$ cat config.mk
export PLATFORM = sky130hd
export DESIGN_NAME = pwm_deadband_autoshutdown
export DESIGN_NICKNAME = d
export VERILOG_FILES = /design/src/pwm_dbs_pkg.sv /design/src/pwm_deadband_autoshutdown.sv
export SDC_FILE = /design/constraint.sdc
export NUM_CORES = 1
export LEC_CHECK = 0
export BUFFER_PORTS_ARGS = -buffer_cell sky130_fd_sc_hd__buf_2
export CAP_MARGIN = 30
export CORE_MARGIN = 2
export CORE_UTILIZATION = 50
export DETAILED_ROUTE_END_ITERATION = 6
export PLACE_DENSITY = 0.71
export SLEW_MARGIN = 20
export SYNTH_ARGS = -nofsm -noshare
export SYNTH_HDL_FRONTEND = slang
export SYNTH_SLANG_ARGS = --single-unit
$ cat constraint.sdc
create_clock -name aclk -period 7.1 [get_ports aclk]
set_clock_uncertainty 0.1 [all_clocks]
set_input_delay 0.355 -clock aclk [delete_from_list [all_inputs] [get_ports aclk]]
set_output_delay 0.355 -clock aclk [all_outputs]
set_load 0.005 [all_outputs]
$ cat src/pwm_dbs_pkg.sv
// Constants, register map and field layout of the PWM dead-band and auto-shutdown stage.
// Functional notes
// - In half-bridge mode only inactive-to-active edges are delayed, never falling ones.
// - Dead-band delay equals the seven-bit count, in instruction cycles of four clocks.
// - Auto-shutdown works on the active output pins in every PWM mode.
// - Three select bits pick any mix of two comparators and the fault pin.
// - With no source selected the block never enters auto-shutdown.
// - A shutdown event forces the pins to their shutdown states at once.
// - Two-bit fields set pair A/C and pair B/D high, low or tri-stated.
// - Hardware sets the shutdown flag on an event; outputs stay forced while set.
// - With restart enabled, hardware clears the flag once the cause has gone.
// - Flag set at a period start keeps outputs forced for that whole period.
// - After the flag clears, normal output resumes only at the next period start.
// - Software writes to the flag are ignored while a selected cause is active.
package pwm_dbs_pkg;

    // ***************************************************************
    // Register map (byte addresses) and bus answers
    // ***************************************************************
    localparam int ADDR_W = 8;
    localparam logic [7:0] OFF_DELAY_CFG = 8'h00;
    localparam logic [7:0] OFF_SHUTDOWN = 8'h04;
    localparam logic [7:0] OFF_CTRL = 8'h08;
    localparam logic [7:0] OFF_PERIOD = 8'h0C;
    localparam logic [7:0] OFF_DUTY = 8'h10;
    localparam logic [7:0] OFF_IRQ_STATUS = 8'h14;
    localparam logic [7:0] OFF_IRQ_MASK = 8'h18;
    localparam logic [7:0] OFF_STATE = 8'h1C;
    localparam logic [1:0] RESP_OKAY = 2'h0;
    localparam logic [1:0] RESP_SLVERR = 2'h2;

    // ***************************************************************
    // Field positions and reset values
    // ***************************************************************
    localparam int RESTART_BIT = 7;
    localparam int DELAY_W = 7;
    localparam int FLAG_BIT = 7;
    localparam int SEL_LSB = 4;
    localparam int AC_LSB = 2;
    localparam int BD_LSB = 0;
    localparam int CTRL_EN_BIT = 0;
    localparam int CTRL_HALF_BIT = 1;
    localparam int IRQ_W = 3;
    localparam int IRQ_SHUTDOWN = 0;
    localparam int IRQ_RESTART = 1;
    localparam int IRQ_RESUMED = 2;
    localparam logic [7:0] DELAY_CFG_RESET = 8'h00;
    localparam logic [6:0] SHUTDOWN_RESET = 7'h00;
    localparam logic [15:0] PERIOD_RESET = 16'hFFFF;

    // ***************************************************************
    // Shutdown pin states and timing
    // ***************************************************************
    localparam logic [1:0] SHUT_LOW = 2'h0;
    localparam logic [1:0] SHUT_HIGH = 2'h1;
    localparam int CLK_PERIOD_PS = 8000;
    localparam int TOSC_PER_CYCLE = 4;
    localparam int INSTR_CYCLE_PS = TOSC_PER_CYCLE * CLK_PERIOD_PS;
    localparam int INSTR_CYCLE_CLKS = INSTR_CYCLE_PS / CLK_PERIOD_PS;

endpackage

$ cat src/pwm_deadband_autoshutdown.sv
// PWM output stage with dead-band insertion, auto-shutdown and an AXI4-Lite register slave.
//
// Chosen here: register access over AXI4-Lite and the register offsets.
`timescale 1ns/1ps
module pwm_deadband_autoshutdown
    import pwm_dbs_pkg::*;
#(
    parameter int PERIOD_W = 16
) (
    input wire logic aclk,
    input wire logic aresetn,
    input wire logic [ADDR_W-1:0] awaddr,
    input wire logic awvalid,
    output logic awready,
    input wire logic [31:0] wdata,
    input wire logic [3:0] wstrb,
    input wire logic wvalid,
    output logic wready,
    output logic [1:0] bresp,
    output logic bvalid,
    input wire logic bready,
    input wire logic [ADDR_W-1:0] araddr,
    input wire logic arvalid,
    output logic arready,
    output logic [31:0] rdata,
    output logic [1:0] rresp,
    output logic rvalid,
    input wire logic rready,
    input wire logic comparator_1_in,
    input wire logic comparator_2_in,
    input wire logic fault_input_pin,
    output logic pwm_out_a,
    output logic pwm_oe_a,
    output logic pwm_out_b,
    output logic pwm_oe_b,
    output logic pwm_out_c,
    output logic pwm_oe_c,
    output logic pwm_out_d,
    output logic pwm_oe_d,
    output logic irq
);

    // ***************************************************************
    // Registers and internal state
    // ***************************************************************
    logic [7:0] pwm_delay_restart_config;
    logic [6:0] shutdown_control_reg;
    logic shutdown_active_flag;
    logic [2:0] ctrl;
    logic [PERIOD_W-1:0] period;
    logic [PERIOD_W-1:0] duty;
    logic [IRQ_W-1:0] irq_status;
    logic [IRQ_W-1:0] irq_mask;
    logic aw_got;
    logic w_got;
    logic [ADDR_W-1:0] aw_addr;
    logic [31:0] wd;
    logic [3:0] ws;
    logic [1:0] tcy_div;
    logic instruction_cycle;
    logic [PERIOD_W-1:0] pwm_cnt;
    logic period_start;
    logic raw;
    logic [2:0] src_meta;
    logic [2:0] src_sync;
    logic hold;
    logic [1:0] sched;
    logic [1:0] db;
    logic [DELAY_W-1:0] db_cnt [2];
    logic [3:0] pin_out;
    logic [3:0] pin_oe;

    logic pwm_en;
    logic half;
    logic auto_restart_enable;
    logic [DELAY_W-1:0] deadband_delay_count;
    logic [DELAY_W-1:0] dly_eff;
    logic [2:0] shutdown_source_select;
    logic [1:0] pair_ac_shutdown_state;
    logic [1:0] pair_bd_shutdown_state;
    logic cause;
    logic hw_set;
    logic auto_clear;
    logic sw_flag_wr;
    logic wr_go;
    logic rd_go;
    logic force_out;
    logic [3:0] active;
    logic [IRQ_W-1:0] events;
    logic [31:0] rd_word;
    logic rd_err;

    assign pwm_en = ctrl[CTRL_EN_BIT];
    assign half = ctrl[CTRL_HALF_BIT];
    assign auto_restart_enable = pwm_delay_restart_config[RESTART_BIT];
    assign deadband_delay_count = pwm_delay_restart_config[DELAY_W-1:0];
    assign shutdown_source_select = shutdown_control_reg[SEL_LSB +: 3];
    assign pair_ac_shutdown_state = shutdown_control_reg[AC_LSB +: 2];
    assign pair_bd_shutdown_state = shutdown_control_reg[BD_LSB +: 2];
    assign wr_go = aw_got && w_got && !bvalid;
    assign rd_go = arvalid && arready;

    // ***************************************************************
    // AXI4-Lite write channel
    // ***************************************************************
    always_ff @(posedge aclk) begin
        if (!aresetn) begin
            awready <= 1'b1;
            wready <= 1'b1;
            aw_got <= 1'b0;
            w_got <= 1'b0;
            aw_addr <= '0;
            wd <= '0;
            ws <= '0;
            bvalid <= 1'b0;
        end else begin
            if (awvalid && awready) begin
                aw_got <= 1'b1;
                aw_addr <= awaddr;
                awready <= 1'b0;
            end
            if (wvalid && wready) begin
                w_got <= 1'b1;
                wd <= wdata;
                ws <= wstrb;
                wready <= 1'b0;
            end
            if (wr_go) begin
                bvalid <= 1'b1;
            end
            if (bvalid && bready) begin
                bvalid <= 1'b0;
                aw_got <= 1'b0;
                w_got <= 1'b0;
                awready <= 1'b1;
                wready <= 1'b1;
            end
        end
    end

    // Writable registers; the shutdown flag has its own process below.
    always_ff @(posedge aclk) begin
        if (!aresetn) begin
            pwm_delay_restart_config <= DELAY_CFG_RESET;
            shutdown_control_reg <= SHUTDOWN_RESET;
            ctrl <= '0;
            period <= PERIOD_RESET[PERIOD_W-1:0];
            duty <= '0;
            irq_mask <= '0;
            bresp <= RESP_OKAY;
        end else if (wr_go) begin
            bresp <= RESP_OKAY;
            case (aw_addr)
                OFF_DELAY_CFG: if (ws[0]) pwm_delay_restart_config <= wd[7:0];
                OFF_SHUTDOWN: if (ws[0]) shutdown_control_reg <= wd[6:0];
                OFF_CTRL: if (ws[0]) ctrl <= wd[2:0];
                OFF_PERIOD: begin
                    if (ws[0]) period[7:0] <= wd[7:0];
                    if (ws[1]) period[15:8] <= wd[15:8];
                end
                OFF_DUTY: begin
                    if (ws[0]) duty[7:0] <= wd[7:0];
                    if (ws[1]) duty[15:8] <= wd[15:8];
                end
                OFF_IRQ_MASK: if (ws[0]) irq_mask <= wd[IRQ_W-1:0];
                OFF_IRQ_STATUS, OFF_STATE: bresp <= RESP_OKAY;
                default: bresp <= RESP_SLVERR;
            endcase
        end
    end

    // ***************************************************************
    // AXI4-Lite read channel
    // ***************************************************************
    always_comb begin
        rd_word = '0;
        rd_err = 1'b0;
        case (araddr)
            OFF_DELAY_CFG: rd_word[7:0] = pwm_delay_restart_config;
            OFF_SHUTDOWN: rd_word[7:0] = {shutdown_active_flag, shutdown_control_reg};
            OFF_CTRL: rd_word[2:0] = ctrl;
            OFF_PERIOD: rd_word[PERIOD_W-1:0] = period;
            OFF_DUTY: rd_word[PERIOD_W-1:0] = duty;
            OFF_IRQ_STATUS: rd_word[IRQ_W-1:0] = irq_status;
            OFF_IRQ_MASK: rd_word[IRQ_W-1:0] = irq_mask;
            OFF_STATE: rd_word[3:0] = {pin_oe != 4'h0, force_out, cause, shutdown_active_flag};
            default: rd_err = 1'b1;
        endcase
    end

    always_ff @(posedge aclk) begin
        if (!aresetn) begin
            arready <= 1'b1;
            rvalid <= 1'b0;
            rdata <= '0;
            rresp <= RESP_OKAY;
        end else if (rd_go) begin
            arready <= 1'b0;
            rvalid <= 1'b1;
            rdata <= rd_word;
            rresp <= rd_err ? RESP_SLVERR : RESP_OKAY;
        end else if (rvalid && rready) begin
            rvalid <= 1'b0;
            arready <= 1'b1;
        end
    end

    // ***************************************************************
    // Instruction-cycle enable and PWM period counter
    // ***************************************************************
    always_ff @(posedge aclk) begin
        if (!aresetn) begin
            tcy_div <= '0;
            instruction_cycle <= 1'b0;
        end else begin
            tcy_div <= tcy_div + 2'h1;
            instruction_cycle <= (tcy_div == 2'(INSTR_CYCLE_CLKS - 1));
        end
    end

    always_ff @(posedge aclk) begin
        if (!aresetn || !pwm_en) begin
            pwm_cnt <= '0;
            period_start <= 1'b0;
            raw <= 1'b0;
        end else begin
            period_start <= 1'b0;
            if (instruction_cycle) begin
                raw <= pwm_cnt < duty;
                if (pwm_cnt >= period) begin
                    pwm_cnt <= '0;
                    period_start <= 1'b1;
                end else begin
                    pwm_cnt <= pwm_cnt + 1'b1;
                end
            end
        end
    end

    // ***************************************************************
    // Dead band
    // ***************************************************************
    // Single mode needs no complement, so the delay is bypassed there.
    assign dly_eff = half ? deadband_delay_count : '0;
    assign sched = {half && !raw, raw};

    for (genvar i = 0; i < 2; i++) begin : g_db
        always_ff @(posedge aclk) begin
            if (!aresetn || !sched[i]) begin
                db[i] <= 1'b0;
                db_cnt[i] <= '0;
            end else if (!db[i]) begin
                if (db_cnt[i] == dly_eff) begin
                    db[i] <= 1'b1;
                end else if (instruction_cycle) begin
                    db_cnt[i] <= db_cnt[i] + 1'b1;
                end
            end
        end
    end

    // ***************************************************************
    // Shutdown sources and flag
    // ***************************************************************
    always_ff @(posedge aclk) begin
        if (!aresetn) begin
            src_meta <= '0;
            src_sync <= '0;
        end else begin
            src_meta <= {fault_input_pin, comparator_2_in, comparator_1_in};
            src_sync <= src_meta;
        end
    end

    // A level cause: it stays up until every selected source has dropped.
    assign cause = |(shutdown_source_select & src_sync);
    assign hw_set = pwm_en && cause;
    assign auto_clear = auto_restart_enable && !cause && shutdown_active_flag;
    assign sw_flag_wr = wr_go && aw_addr == OFF_SHUTDOWN && ws[0];

    always_ff @(posedge aclk) begin
        if (!aresetn) begin
            shutdown_active_flag <= 1'b0;
        end else if (hw_set) begin
            shutdown_active_flag <= 1'b1;
        end else if (auto_clear) begin
            shutdown_active_flag <= 1'b0;
        end else if (sw_flag_wr && !cause) begin
            // A selected cause blocks the write even while PWM is disabled.
            shutdown_active_flag <= wd[FLAG_BIT];
        end
    end

    // Hold keeps the pins forced until a period boundary sees the flag clear.
    always_ff @(posedge aclk) begin
        if (!aresetn) begin
            hold <= 1'b0;
        end else if (shutdown_active_flag) begin
            hold <= 1'b1;
        end else if (period_start) begin
            hold <= 1'b0;
        end
    end

    assign force_out = shutdown_active_flag || hold || hw_set;

    // ***************************************************************
    // Output pins
    // ***************************************************************
    // Pins A and C carry the main phase, B and D the complement in half-bridge mode.
    assign active = half ? 4'hF : 4'h5;

    always_ff @(posedge aclk) begin
        if (!aresetn || !pwm_en) begin
            pin_out <= '0;
            pin_oe <= '0;
        end else begin
            for (int p = 0; p < 4; p++) begin
                if (!active[p]) begin
                    pin_out[p] <= 1'b0;
                    pin_oe[p] <= 1'b0;
                end else if (force_out) begin
                    pin_out[p] <= ((p % 2 == 0) ? pair_ac_shutdown_state
                        : pair_bd_shutdown_state) == SHUT_HIGH;
                    pin_oe[p] <= !((p % 2 == 0) ? pair_ac_shutdown_state[1]
                        : pair_bd_shutdown_state[1]);
                end else begin
                    pin_out[p] <= db[p % 2];
                    pin_oe[p] <= 1'b1;
                end
            end
        end
    end

    assign {pwm_out_d, pwm_out_c, pwm_out_b, pwm_out_a} = pin_out;
    assign {pwm_oe_d, pwm_oe_c, pwm_oe_b, pwm_oe_a} = pin_oe;

    // ***************************************************************
    // Interrupts
    // ***************************************************************
    assign events[IRQ_SHUTDOWN] = hw_set && !shutdown_active_flag;
    assign events[IRQ_RESTART] = auto_clear && !hw_set;
    assign events[IRQ_RESUMED] = hold && period_start && !shutdown_active_flag;

    // A new event in the reading cycle survives the read-clear.
    always_ff @(posedge aclk) begin
        if (!aresetn) begin
            irq_status <= '0;
            irq <= 1'b0;
        end else begin
            if (rd_go && araddr == OFF_IRQ_STATUS) begin
                irq_status <= events;
            end else begin
                irq_status <= irq_status | events;
            end
            irq <= |(irq_status & irq_mask);
        end
    end

    logic [DELAY_W-1:0] tcy_seen;
    always_ff @(posedge aclk) begin
        if (!aresetn || !sched[0] || db[0]) begin
            tcy_seen <= '0;
        end else if (instruction_cycle) begin
            tcy_seen <= tcy_seen + 1'b1;
        end
    end
endmodule

==> impl_metrics.toml, run 1 <==
[run_status]
run_status = "finished, final reports clean"

[cts]
cts_num_sinks = 157
path_clk_slew_ns = 0.06
post_cts_resize_count = 0
clock_root_buffer = "sky130_fd_sc_hd__clkbuf_16"
clkLatencyLatePin_ns = 0.44
cts_setup_buffers = 0
tritoncts.num_buffers = 17
ctsLongestPathBuffers = 2
htree_num_levels = 4
cts_tree = "done"
cts-hold-fix-buffers = 0

[sta]
achievable-frequency_mhz = 399
grt_setup_unrepaired = "false"
final-hold-violation-count = 0
timing.slew.headroom = 0.413
setup_viol = 0
setup_tns_ns = 0
min_period_over_period = 0.353
period_minus_slack_ns = 2.51
report.final.slew_viol_count = 0
worstMarginPinSlew_ns = 0.880

[floorplan]
top_level_ports = 112
total_die_area_mm2 = 0.0166
placementRows = 45
die_width_um = 129
core_region_area_mm2 = 0.0152
die_height_um = 129
effective_utilization_at_floorplan = 0.513

[placement]
gpl.final_weighted_congestion = 0.945
dp_hpwl_um = 13000
place.port_buffers = 75

[synth]
yosys_most_used_dff = "sky130_fd_sc_hd__dfxtp_1"
post-synth-top-area-fraction = 0.367
synthesis.area_mm2 = 0.00780
synth_top_cell_by_area = "sky130_fd_sc_hd__dfxtp_1"
synthesis.yosys.warnings = 0
synth-seq-area-share = 0.421
mean_instance_size_in_the_synthesized_netlist_um2 = 9.02
synth_async_sr_flop_share = 0
yosys.cell_types.count = 56
yosys_register_bits = 157
synthTopCellsByArea = "sky130_fd_sc_hd__dfxtp_1, sky130_fd_sc_hd__mux2i_1, sky130_fd_sc_hd__ha_1"
synthesis.instances = 865
number_of_enable_flip_flop_cells_after_synthesis = 14

[routing]
vias = 6192
post-route-drc-count = 0
postRouteWirelength_um = 18000
post_route_met1_wirelength_um = 8650
wire_per_inst_um = 16.0
met3RoutedLength_um = 797
drtPass1Iterations = 4
detailedRoute.firstIterationViolations = 488
post_drt_via_cell_ratio = 5.52
dr_wl_met2_um = 8010
top_layer = "met4"
final_antenna_net_count = 0

[finish]
total_number_of_nets_in_the_final_design = 1017
layout_commonest_cell = "sky130_fd_sc_hd__dfxtp_1"
multi_input_comb_area_mm2 = 0.00413
drive_above_1_share = 0.128
flow.area_growth_from_synthesis_pct = 12.9
layout_common_cells = "sky130_fd_sc_hd__dfxtp_1, sky130_fd_sc_hd__nand2_1, sky130_fd_sc_hd__buf_2"
sequential_cell_area_mm2 = 0.00328
insertedDiodeCount = 0
fillers = 1386

[grt]
first_global_vias = 5559
globalRoute.totalOverflow = 0
grt.total_usage = 0.227
grt_antenna_before_repair = 0
first_pass_grt_wire_length_um = 29100
grt_start_max_net_pins = 66

[worst_setup_path]
timing.critical_path.slowest_stage_cell = "sky130_fd_sc_hd__nor4_2"
critical_path_cell_sequence = "xor2_1 -> o22ai_1 -> a22oi_1 -> nor4_2 -> o311ai_0 -> buf_4"
critical_path.max_fanout = 9
cpPeakStageDelay_ns = 0.78
criticalPathCategory = "flop to flop"
cp_data_required_time_ns = 7.19
cp.arrival_ns = 2.59
worst_setup_path_start_kind = "flop"
capturing_element_type_of_the_critical_path = "flop"

[power]
power.leakage_nw = 3.84
clock_power_share = 0.484
swShare = 0.224
max-vdd-ir-drop_mv = 0.177
internal_power_mw = 1.52
power_mw = 1.96
share_comb_of_total_power = 0.043
power-per-cell-area_mw_per_mm2 = 222
p_switching_uw = 439
seq_power_share = 0.473

[run]
maxCapViolations = 0

[hold_path]
holdCritPathClass = "input pin to flop"
-- through the flow --
| step | hold WS, ns | setup WS [ns] | utilization | instances | area [um^2] |
|---|---|---|---|---|---|
| after floorplan | 0.298 | 4.54 | - | 882 | 7870 |
| after global placement | 0.315 | 4.41 | 0.538 | 1089 | 8190 |
| after detailed placement | 0.317 | 4.39 | 0.538 | 1089 | 8190 |
| after CTS | 0.0110 | 4.57 | 0.579 | 1121 | 8800 |
| after global routing | 0.0296 | 4.40 | 0.579 | 1121 | 8800 |
| final | 0.0234 | 4.59 | 0.579 | 1121 | 8800 |
-- cell usage after synthesis (3+ instances only) --
library cell and count:
sky130_fd_sc_hd__or3_1 3, sky130_fd_sc_hd__nand2_1 109, sky130_fd_sc_hd__mux2i_1 62, sky130_fd_sc_hd__a31oi_1 4
sky130_fd_sc_hd__o21ai_0 32, sky130_fd_sc_hd__xor2_1 19, sky130_fd_sc_hd__dfxtp_1 143, sky130_fd_sc_hd__and4_1 4
sky130_fd_sc_hd__edfxtp_1 14, sky130_fd_sc_hd__a21oi_1 22, sky130_fd_sc_hd__nor4_1 4, sky130_fd_sc_hd__nand4_1 13
sky130_fd_sc_hd__nand3b_1 8, sky130_fd_sc_hd__and3_1 11, sky130_fd_sc_hd__xnor2_1 13, sky130_fd_sc_hd__o311ai_0 4
sky130_fd_sc_hd__ha_1 35, sky130_fd_sc_hd__a21boi_0 32, sky130_fd_sc_hd__nand3_1 30, sky130_fd_sc_hd__buf_4 22
sky130_fd_sc_hd__nor2_1 40, sky130_fd_sc_hd__inv_1 39, sky130_fd_sc_hd__and2_1 20, sky130_fd_sc_hd__nor3_1 18
sky130_fd_sc_hd__nor2b_1 54, sky130_fd_sc_hd__nor3b_1 5, sky130_fd_sc_hd__a22oi_1 21, sky130_fd_sc_hd__o22ai_1 11
sky130_fd_sc_hd__clkbuf_1 33
-- critical path: cells and delay by family (launching register included) --
kind / cells / cell delay [ns]
xor gates and xnor gates: 1 / 0.18
DFF: 1 / 0.47
AOI/OAI and AO/OA: 3 / 0.53
and+or+nand+nor: 1 / 0.78
buffers and inverters: 1 / 0.21
-- power groups by stage --
stage	Sequential, mW	Combinational [mW]	Clock (mW)
3_3_place_gp	0.944	0.0835	0
4_1_cts	0.925	0.0848	0.962
5_1_grt	0.927	0.0954	0.996
2_1_floorplan	0.937	0.0654	0
6_report	0.925	0.0843	0.948
3_5_place_dp	0.944	0.0841	0
-- cells by family (layout without fill, tap and decap cells) --
| logic type | after synthesis | count (layout) | synth area share |
|---|---|---|---|
| mux | 64 | 64 | 0.0824 |
| other cells | 1 | 18 | 0.000481 |
| buf+inv | 98 | 149 | 0.0589 |
| flops | 157 | 157 | 0.421 |
| compound gates | 143 | 143 | 0.122 |
| fa+ha+maj | 35 | 35 | 0.0561 |
| simple gates | 335 | 335 | 0.224 |
| xor+xnor | 32 | 32 | 0.0359 |
-- worst paths after layout --
path                start            to  slack (ns)  cells past startpoint
min                wvalid        wready        0.02                      2
max reg2reg  db_cnt[0][5]  db_cnt[0][6]        4.59                      6
max          db_cnt[0][5]  db_cnt[0][6]        4.59                      6
min reg2reg    tcy_div[0]    tcy_div[0]        0.33                      1
-- layout make-up --
| class | count | area share |
|---|---|---|
| Clock inverter | 12 | 0.0178 |
| Multi-Input combinational cell | 627 | 0.469 |
| Clock buffer | 20 | 0.0520 |
| Tap cell | 188 | 0.0267 |
| Inverter | 39 | 0.0166 |
| Timing Repair Buffer | 78 | 0.0452 |
| Sequential cell | 157 | 0.373 |
-- layer usage --
layer,track usage,vias to the layer above
li1,-,3095
met1,0.321,2907
met2,0.344,157
met3,0.0349,33
met4,0.0985,0
met5,0,-
Note: power is estimated with default switching activity, not from simulation.
==> run 2: changes to the inputs <==
--- a/config.mk
+++ b/config.mk
@@ -5,6 +5,7 @@
 export SDC_FILE = /design/constraint.sdc
 export NUM_CORES = 1
 export LEC_CHECK = 0
+export ABC_AREA = 1
 export BUFFER_PORTS_ARGS = -buffer_cell sky130_fd_sc_hd__buf_2
 export CAP_MARGIN = 30
 export CORE_MARGIN = 2
==> constraint.sdc (replaced) <==
create_clock -name aclk -period 2.45 [get_ports aclk]
set_clock_uncertainty 0.1 [all_clocks]
set_input_delay 0.1225 -clock aclk [delete_from_list [all_inputs] [get_ports aclk]]
set_output_delay 0.1225 -clock aclk [all_outputs]
set_load 0.005 [all_outputs]
==> run 2 against run 1 <==
Non-clock buffer count is 42 higher. Largest cell class unchanged. Final cell count increased by 15%. Combinational power rose to 4.2 times the previous value. Via count increased by 5.9%. Count of clock-buffer cells in the layout unchanged.
==> impl_metrics.toml, run 2 <==
[cts]
path_clk_slew_ns = 0.06
clock_root_buffer = "sky130_fd_sc_hd__clkbuf_16"
tritoncts.num_buffers = 17
cts-hold-fix-buffers = 34
htree_num_levels = 4
ctsLongestPathBuffers = 2
cts_tree = "done"
cts_setup_buffers = 0
cts_num_sinks = 157
clkLatencyLatePin_ns = 0.43
post_cts_resize_count = 0

[floorplan]
core_region_area_mm2 = 0.0146
die_width_um = 127
die_height_um = 127
placementRows = 44
total_die_area_mm2 = 0.0161
top_level_ports = 112
effective_utilization_at_floorplan = 0.517

[routing]
wire_per_inst_um = 13.9
post_drt_via_cell_ratio = 5.08
final_antenna_net_count = 0
postRouteWirelength_um = 18000
post-route-drc-count = 0
detailedRoute.firstIterationViolations = 446
drtPass1Iterations = 5
vias = 6555

[worst_setup_path]
worst_setup_path_start_kind = "flop"
criticalPathCategory = "flop to flop"
cp_data_required_time_ns = 2.65
critical_path.max_fanout = 15
cpPeakStageDelay_ns = 0.42
timing.critical_path.slowest_stage_cell = "sky130_fd_sc_hd__nand2_1"
path_common_cell = "sky130_fd_sc_hd__nand2_1"
capturing_element_type_of_the_critical_path = "flop"
cp.arrival_ns = 2.29
critical_path_cell_sequence = "inv_1 -> ha_1 -> nand4_1 -> nor3_1 -> nand2_1 -> nand2_1 -> nand2_1 -> nand2_1 -> nor2_1"

[grt]
grt_start_max_net_pins = 80
globalRoute.totalOverflow = 0
grt.total_usage = 0.228
first_global_vias = 5891
first_pass_grt_wire_length_um = 29100
grt_antenna_before_repair = 0

[power]
power.leakage_nw = 4.04
max-vdd-ir-drop_mv = 0.475
power-per-cell-area_mw_per_mm2 = 618

[sta]
worstMarginPinSlew_ns = 0.703
final.setup.worst_slack_ns = 0.360
min_period_over_period = 0.853
setup_viol = 0
timing.slew.headroom = 0.530
finalHoldWorstSlack_ns = 0.117
final-hold-violation-count = 0
setup_tns_ns = 0
achievable-frequency_mhz = 478
period_minus_slack_ns = 2.09
report.final.slew_viol_count = 0
grt_setup_unrepaired = "false"

[finish]
non_filler_instances = 1290
layout_common_cells = "sky130_fd_sc_hd__nand2_1, sky130_fd_sc_hd__dfxtp_1, sky130_fd_sc_hd__nor2_1"
flow.area_growth_from_synthesis_pct = 17.3
insertedDiodeCount = 0
layout_commonest_cell = "sky130_fd_sc_hd__nand2_1"
total_number_of_nets_in_the_final_design = 1190
drive_above_1_share = 0.128

[synth]
ys_top_cells_by_count = "sky130_fd_sc_hd__nand2_1, sky130_fd_sc_hd__dfxtp_1, sky130_fd_sc_hd__nor2_1"
synthesis.yosys.warnings = 0
synth_async_sr_flop_share = 0
post-synth-top-area-fraction = 0.378
synthesis.area_mm2 = 0.00757
synthesis.instances = 989
yosys_most_used_dff = "sky130_fd_sc_hd__dfxtp_1"
yosys_register_bits = 157
synthTopCellsByArea = "sky130_fd_sc_hd__dfxtp_1, sky130_fd_sc_hd__nand2_1, sky130_fd_sc_hd__nor2_1"
yosys.cell_types.count = 39
synth-seq-area-share = 0.434
synth_top_cell_by_area = "sky130_fd_sc_hd__dfxtp_1"
post-synth-top-count-cell = "sky130_fd_sc_hd__nand2_1"
number_of_enable_flip_flop_cells_after_synthesis = 14
mean_instance_size_in_the_synthesized_netlist_um2 = 7.65

[placement]
detailedPlace.worstSlack_ns = 0.422
placed_cells = 1224
place.port_buffers = 75
gpl.final_weighted_congestion = 0.862
dp_hpwl_um = 12500

[hold_path]
holdCritPathClass = "input pin to flop"

[run_status]
run_status = "finished, final reports clean"

[run]
maxCapViolations = 0
[run 2: cell count changes in the layout (fill, tap and decap cells not counted), sizes merged, moves of 14 or more]
cell,change
inv,+96
nand3,+14
nor2b,-54
a22oi,-21
and2,-22
nand2,+62
a21boi,-31
a21oi,+48
a211oi,+18
mux2i,-61
o21ai,+44
dlygate4sd3,+34
nor2,+101
[run 2: cell families after synthesis]
| family | after synthesis | synth area share |
|---|---|---|
| buffers and inverters | 189 | 0.111 |
| muxes | 1 | 0.00132 |
| xor gates and xnor gates | 30 | 0.0347 |
| and+or+nand+nor | 374 | 0.207 |
| DFF | 157 | 0.434 |
| adders and majority gates | 35 | 0.0579 |
| other | 1 | 0.000495 |
| AOI/OAI and AO/OA | 202 | 0.154 |
[run 2: power breakdown]
part | switching (mW) | leakage, nW | internal (mW) | total (mW)
sequential | 0.0459 | 1.34 | 2.65 | 2.70
clock | 1.08 | 0.263 | 1.35 | 2.43
combinational | 0.214 | 2.44 | 0.144 | 0.358
[run 2: per-layer routing]
layer	track usage	part of all wire	up-vias
met4	0.0873	0.021	0
met5	0	0	-
met3	0.0410	0.047	28
li1	-	-	3401
met2	0.366	0.46	172
met1	0.307	0.48	2954
[run 2: final cells by class]
type / count / area (um^2)
flip-flops and latches: 157 / 3280
fillers: 1328 / 5770
repair buffers: 120 / 798
multi-input cells: 660 / 3510
inverters: 137 / 514
clock inverters: 12 / 85.1
well taps: 184 / 230
clock buffers: 20 / 457
[run 2: metrics by stage]
step	util	power (mW)	cell area, um^2
global placement	0.546	3.06	8000
detailed placement	0.546	3.06	8000
finish	0.606	5.49	8880
CTS	0.606	5.51	8880
floorplan	-	2.97	7630
global route	0.606	5.69	8880
[run 2: worst paths after layout]
| check | from | to | slack, ns | cells past startpoint |
|---|---|---|---|---|
| max | period[15] | pwm_cnt[15] | 0.36 | 9 |
| min reg2reg | src_meta[2] | src_sync[2] | 0.31 | 2 |
| max reg2reg | period[15] | pwm_cnt[15] | 0.36 | 9 |
| min | awvalid | awready | 0.12 | 4 |
[run 2: worst max-delay path: cells and delay by family (launching register included)]
family                   cells  cell delay (ns)
adder cells (fa/ha/maj)      1             0.33
buffers and inverters        1             0.08
AND/OR/NAND/NOR              7             1.15
flip-flops                   1             0.31
==> run 3: changes to the inputs <==
--- a/config.mk
+++ b/config.mk
@@ -5,13 +5,12 @@
 export SDC_FILE = /design/constraint.sdc
 export NUM_CORES = 1
 export LEC_CHECK = 0
-export ABC_AREA = 1
 export BUFFER_PORTS_ARGS = -buffer_cell sky130_fd_sc_hd__buf_2
 export CAP_MARGIN = 30
 export CORE_MARGIN = 2
 export CORE_UTILIZATION = 50
 export DETAILED_ROUTE_END_ITERATION = 6
-export PLACE_DENSITY = 0.71
+export PLACE_DENSITY = 0.68
 export SLEW_MARGIN = 20
 export SYNTH_ARGS = -nofsm -noshare
 export SYNTH_HDL_FRONTEND = slang
==> run 3 against run 2 <==
Setup slack got worse by 0.14 ns. Count of clock-buffer cells in the layout increased by 2. Worst hold slack got worse by 0.11 ns. Largest power group unchanged. Highest routed layer unchanged.
==> impl_metrics.toml, run 3 (same netlist as run 1, synthesis figures left out) <==
[worst_setup_path]
worst_setup_path_start_kind = "flop"
criticalPathCategory = "flop to flop"
capturing_element_type_of_the_critical_path = "flop"
cp.arrival_ns = 2.44
critical_path.max_fanout = 15
worst-r2r-setup-slack_ns = 0.22
cp_data_required_time_ns = 2.66

[cts]
htree_num_levels = 4
path_clk_slew_ns = 0.06
clock_root_buffer = "sky130_fd_sc_hd__clkbuf_16"
tritoncts.num_buffers = 17
ctsLongestPathBuffers = 2
cts_tree = "done"
cts_setup_buffers = 0
clkLatencyLatePin_ns = 0.42
cts_num_sinks = 157

[floorplan]
die_height_um = 129
effective_utilization_at_floorplan = 0.513
top_level_ports = 112
placementRows = 45
total_die_area_mm2 = 0.0166
core_region_area_mm2 = 0.0152
die_width_um = 129

[finish]
layout_commonest_cell = "sky130_fd_sc_hd__dfxtp_1"
stdcell_area_mm2 = 0.00934
final_core_utilization = 0.614
layout_common_cells = "sky130_fd_sc_hd__dfxtp_1, sky130_fd_sc_hd__nand2_1, sky130_fd_sc_hd__buf_2"
flow.area_growth_from_synthesis_pct = 19.7
total_number_of_nets_in_the_final_design = 1078
drive_above_1_share = 0.138
insertedDiodeCount = 0

[placement]
gpl.final_weighted_congestion = 0.888
dp_hpwl_um = 13500
placed_area_mm2 = 0.00835
place.port_buffers = 75

[run]
maxCapViolations = 0

[routing]
wire_per_inst_um = 16.4
post-route-drc-count = 0
vias = 6469
post_drt_via_cell_ratio = 5.47
drtPass1Iterations = 5
detailedRoute.firstIterationViolations = 510
final_antenna_net_count = 0
postRouteWirelength_um = 19400

[sta]
timing.slew.headroom = 0.518
setup_tns_ns = 0
setup_viol = 0
report.final.slew_viol_count = 0
worstMarginPinSlew_ns = 0.722
achievable-frequency_mhz = 448
min_period_over_period = 0.911
grt_setup_unrepaired = "false"
period_minus_slack_ns = 2.23
final-hold-violation-count = 0

[grt]
grt_start_max_net_pins = 60
grt.total_usage = 0.242
globalRoute.totalOverflow = 0
first_global_vias = 6128
first_pass_grt_wire_length_um = 31100
grt_antenna_before_repair = 0

[hold_path]
holdCritPathClass = "input pin to flop"

[run_status]
run_status = "finished, final reports clean"

[power]
power.leakage_nw = 4.10
power-per-cell-area_mw_per_mm2 = 597
power_mw = 5.57
max-vdd-ir-drop_mv = 0.457
run 3: cell types whose count changed in the layout (fill, tap and decap cells not counted), sizes merged, moves of 44 or more:
cell   change
nand2     -62
mux2i     +61
a21oi     -48
inv       -98
nor2b     +54
o21ai     -44
nor2     -101
run 3: critical path, stage by stage, from the launching register on:
cell and delay (ns):
sky130_fd_sc_hd__dfxtp_1 0.40, sky130_fd_sc_hd__inv_1 0.07, sky130_fd_sc_hd__ha_1 0.28, sky130_fd_sc_hd__nand2_1 0.08
sky130_fd_sc_hd__nor4_1 0.42, sky130_fd_sc_hd__o311ai_1 0.22, sky130_fd_sc_hd__a41oi_1 0.24, sky130_fd_sc_hd__buf_4 0.23
sky130_fd_sc_hd__nor2_1 0.07
run 3: metal layers:
| metal | share of wire | global-route usage | wire length (um) |
|---|---|---|---|
| met1 | 0.47 | 0.328 | 9140 |
| met2 | 0.46 | 0.383 | 8850 |
| met3 | 0.048 | 0.0549 | 928 |
| met4 | 0.022 | 0.0780 | 431 |
| met5 | 0 | 0 | 0 |
run 3: layout make-up:
type                    instances  area (um^2)
fillers                      1355         5870
multi-input cells             627         4120
flip-flops and latches        157         3280
repair buffers                139          971
clock buffers                  22          464
well taps                     188          235
inverters                      39          146
clock inverters                10          114
run 3: through the flow:
stage               setup WS, ns  instances  hold slack (ns)
floorplan                  0.202        882            0.123
global placement           0.187       1109            0.229
detailed placement         0.133       1109            0.231
CTS                        0.155       1182          0.00539
global route              0.0596       1182           0.0139
finish                     0.218       1182          0.00304
run 3: path summary, 6_finish.rpt:
check / startpoint / end / depth (start not counted)
setup reg to reg: period[14] / pwm_cnt[15] / 8
setup / recovery: period[14] / pwm_cnt[15] / 8
hold reg to reg: tcy_div[0] / tcy_div[0] / 1
hold / removal: bready / wready / 3
run 3: where the power goes:
| group | total [mW] | switching [mW] | internal, mW | leakage (nW) |
|---|---|---|---|---|
| clock network | 2.58 | 1.03 | 1.55 | 0.284 |
| registers | 2.68 | 0.0505 | 2.63 | 1.33 |
| logic | 0.306 | 0.158 | 0.149 | 2.48 |
run 3: repair_timing:
action                                  4_1_cts  5_1_grt
gates resized for setup                       0        1
hold buffers                                 41        0
hold endpoints to repair                     34        0
endpoints found under the setup margin        0       14
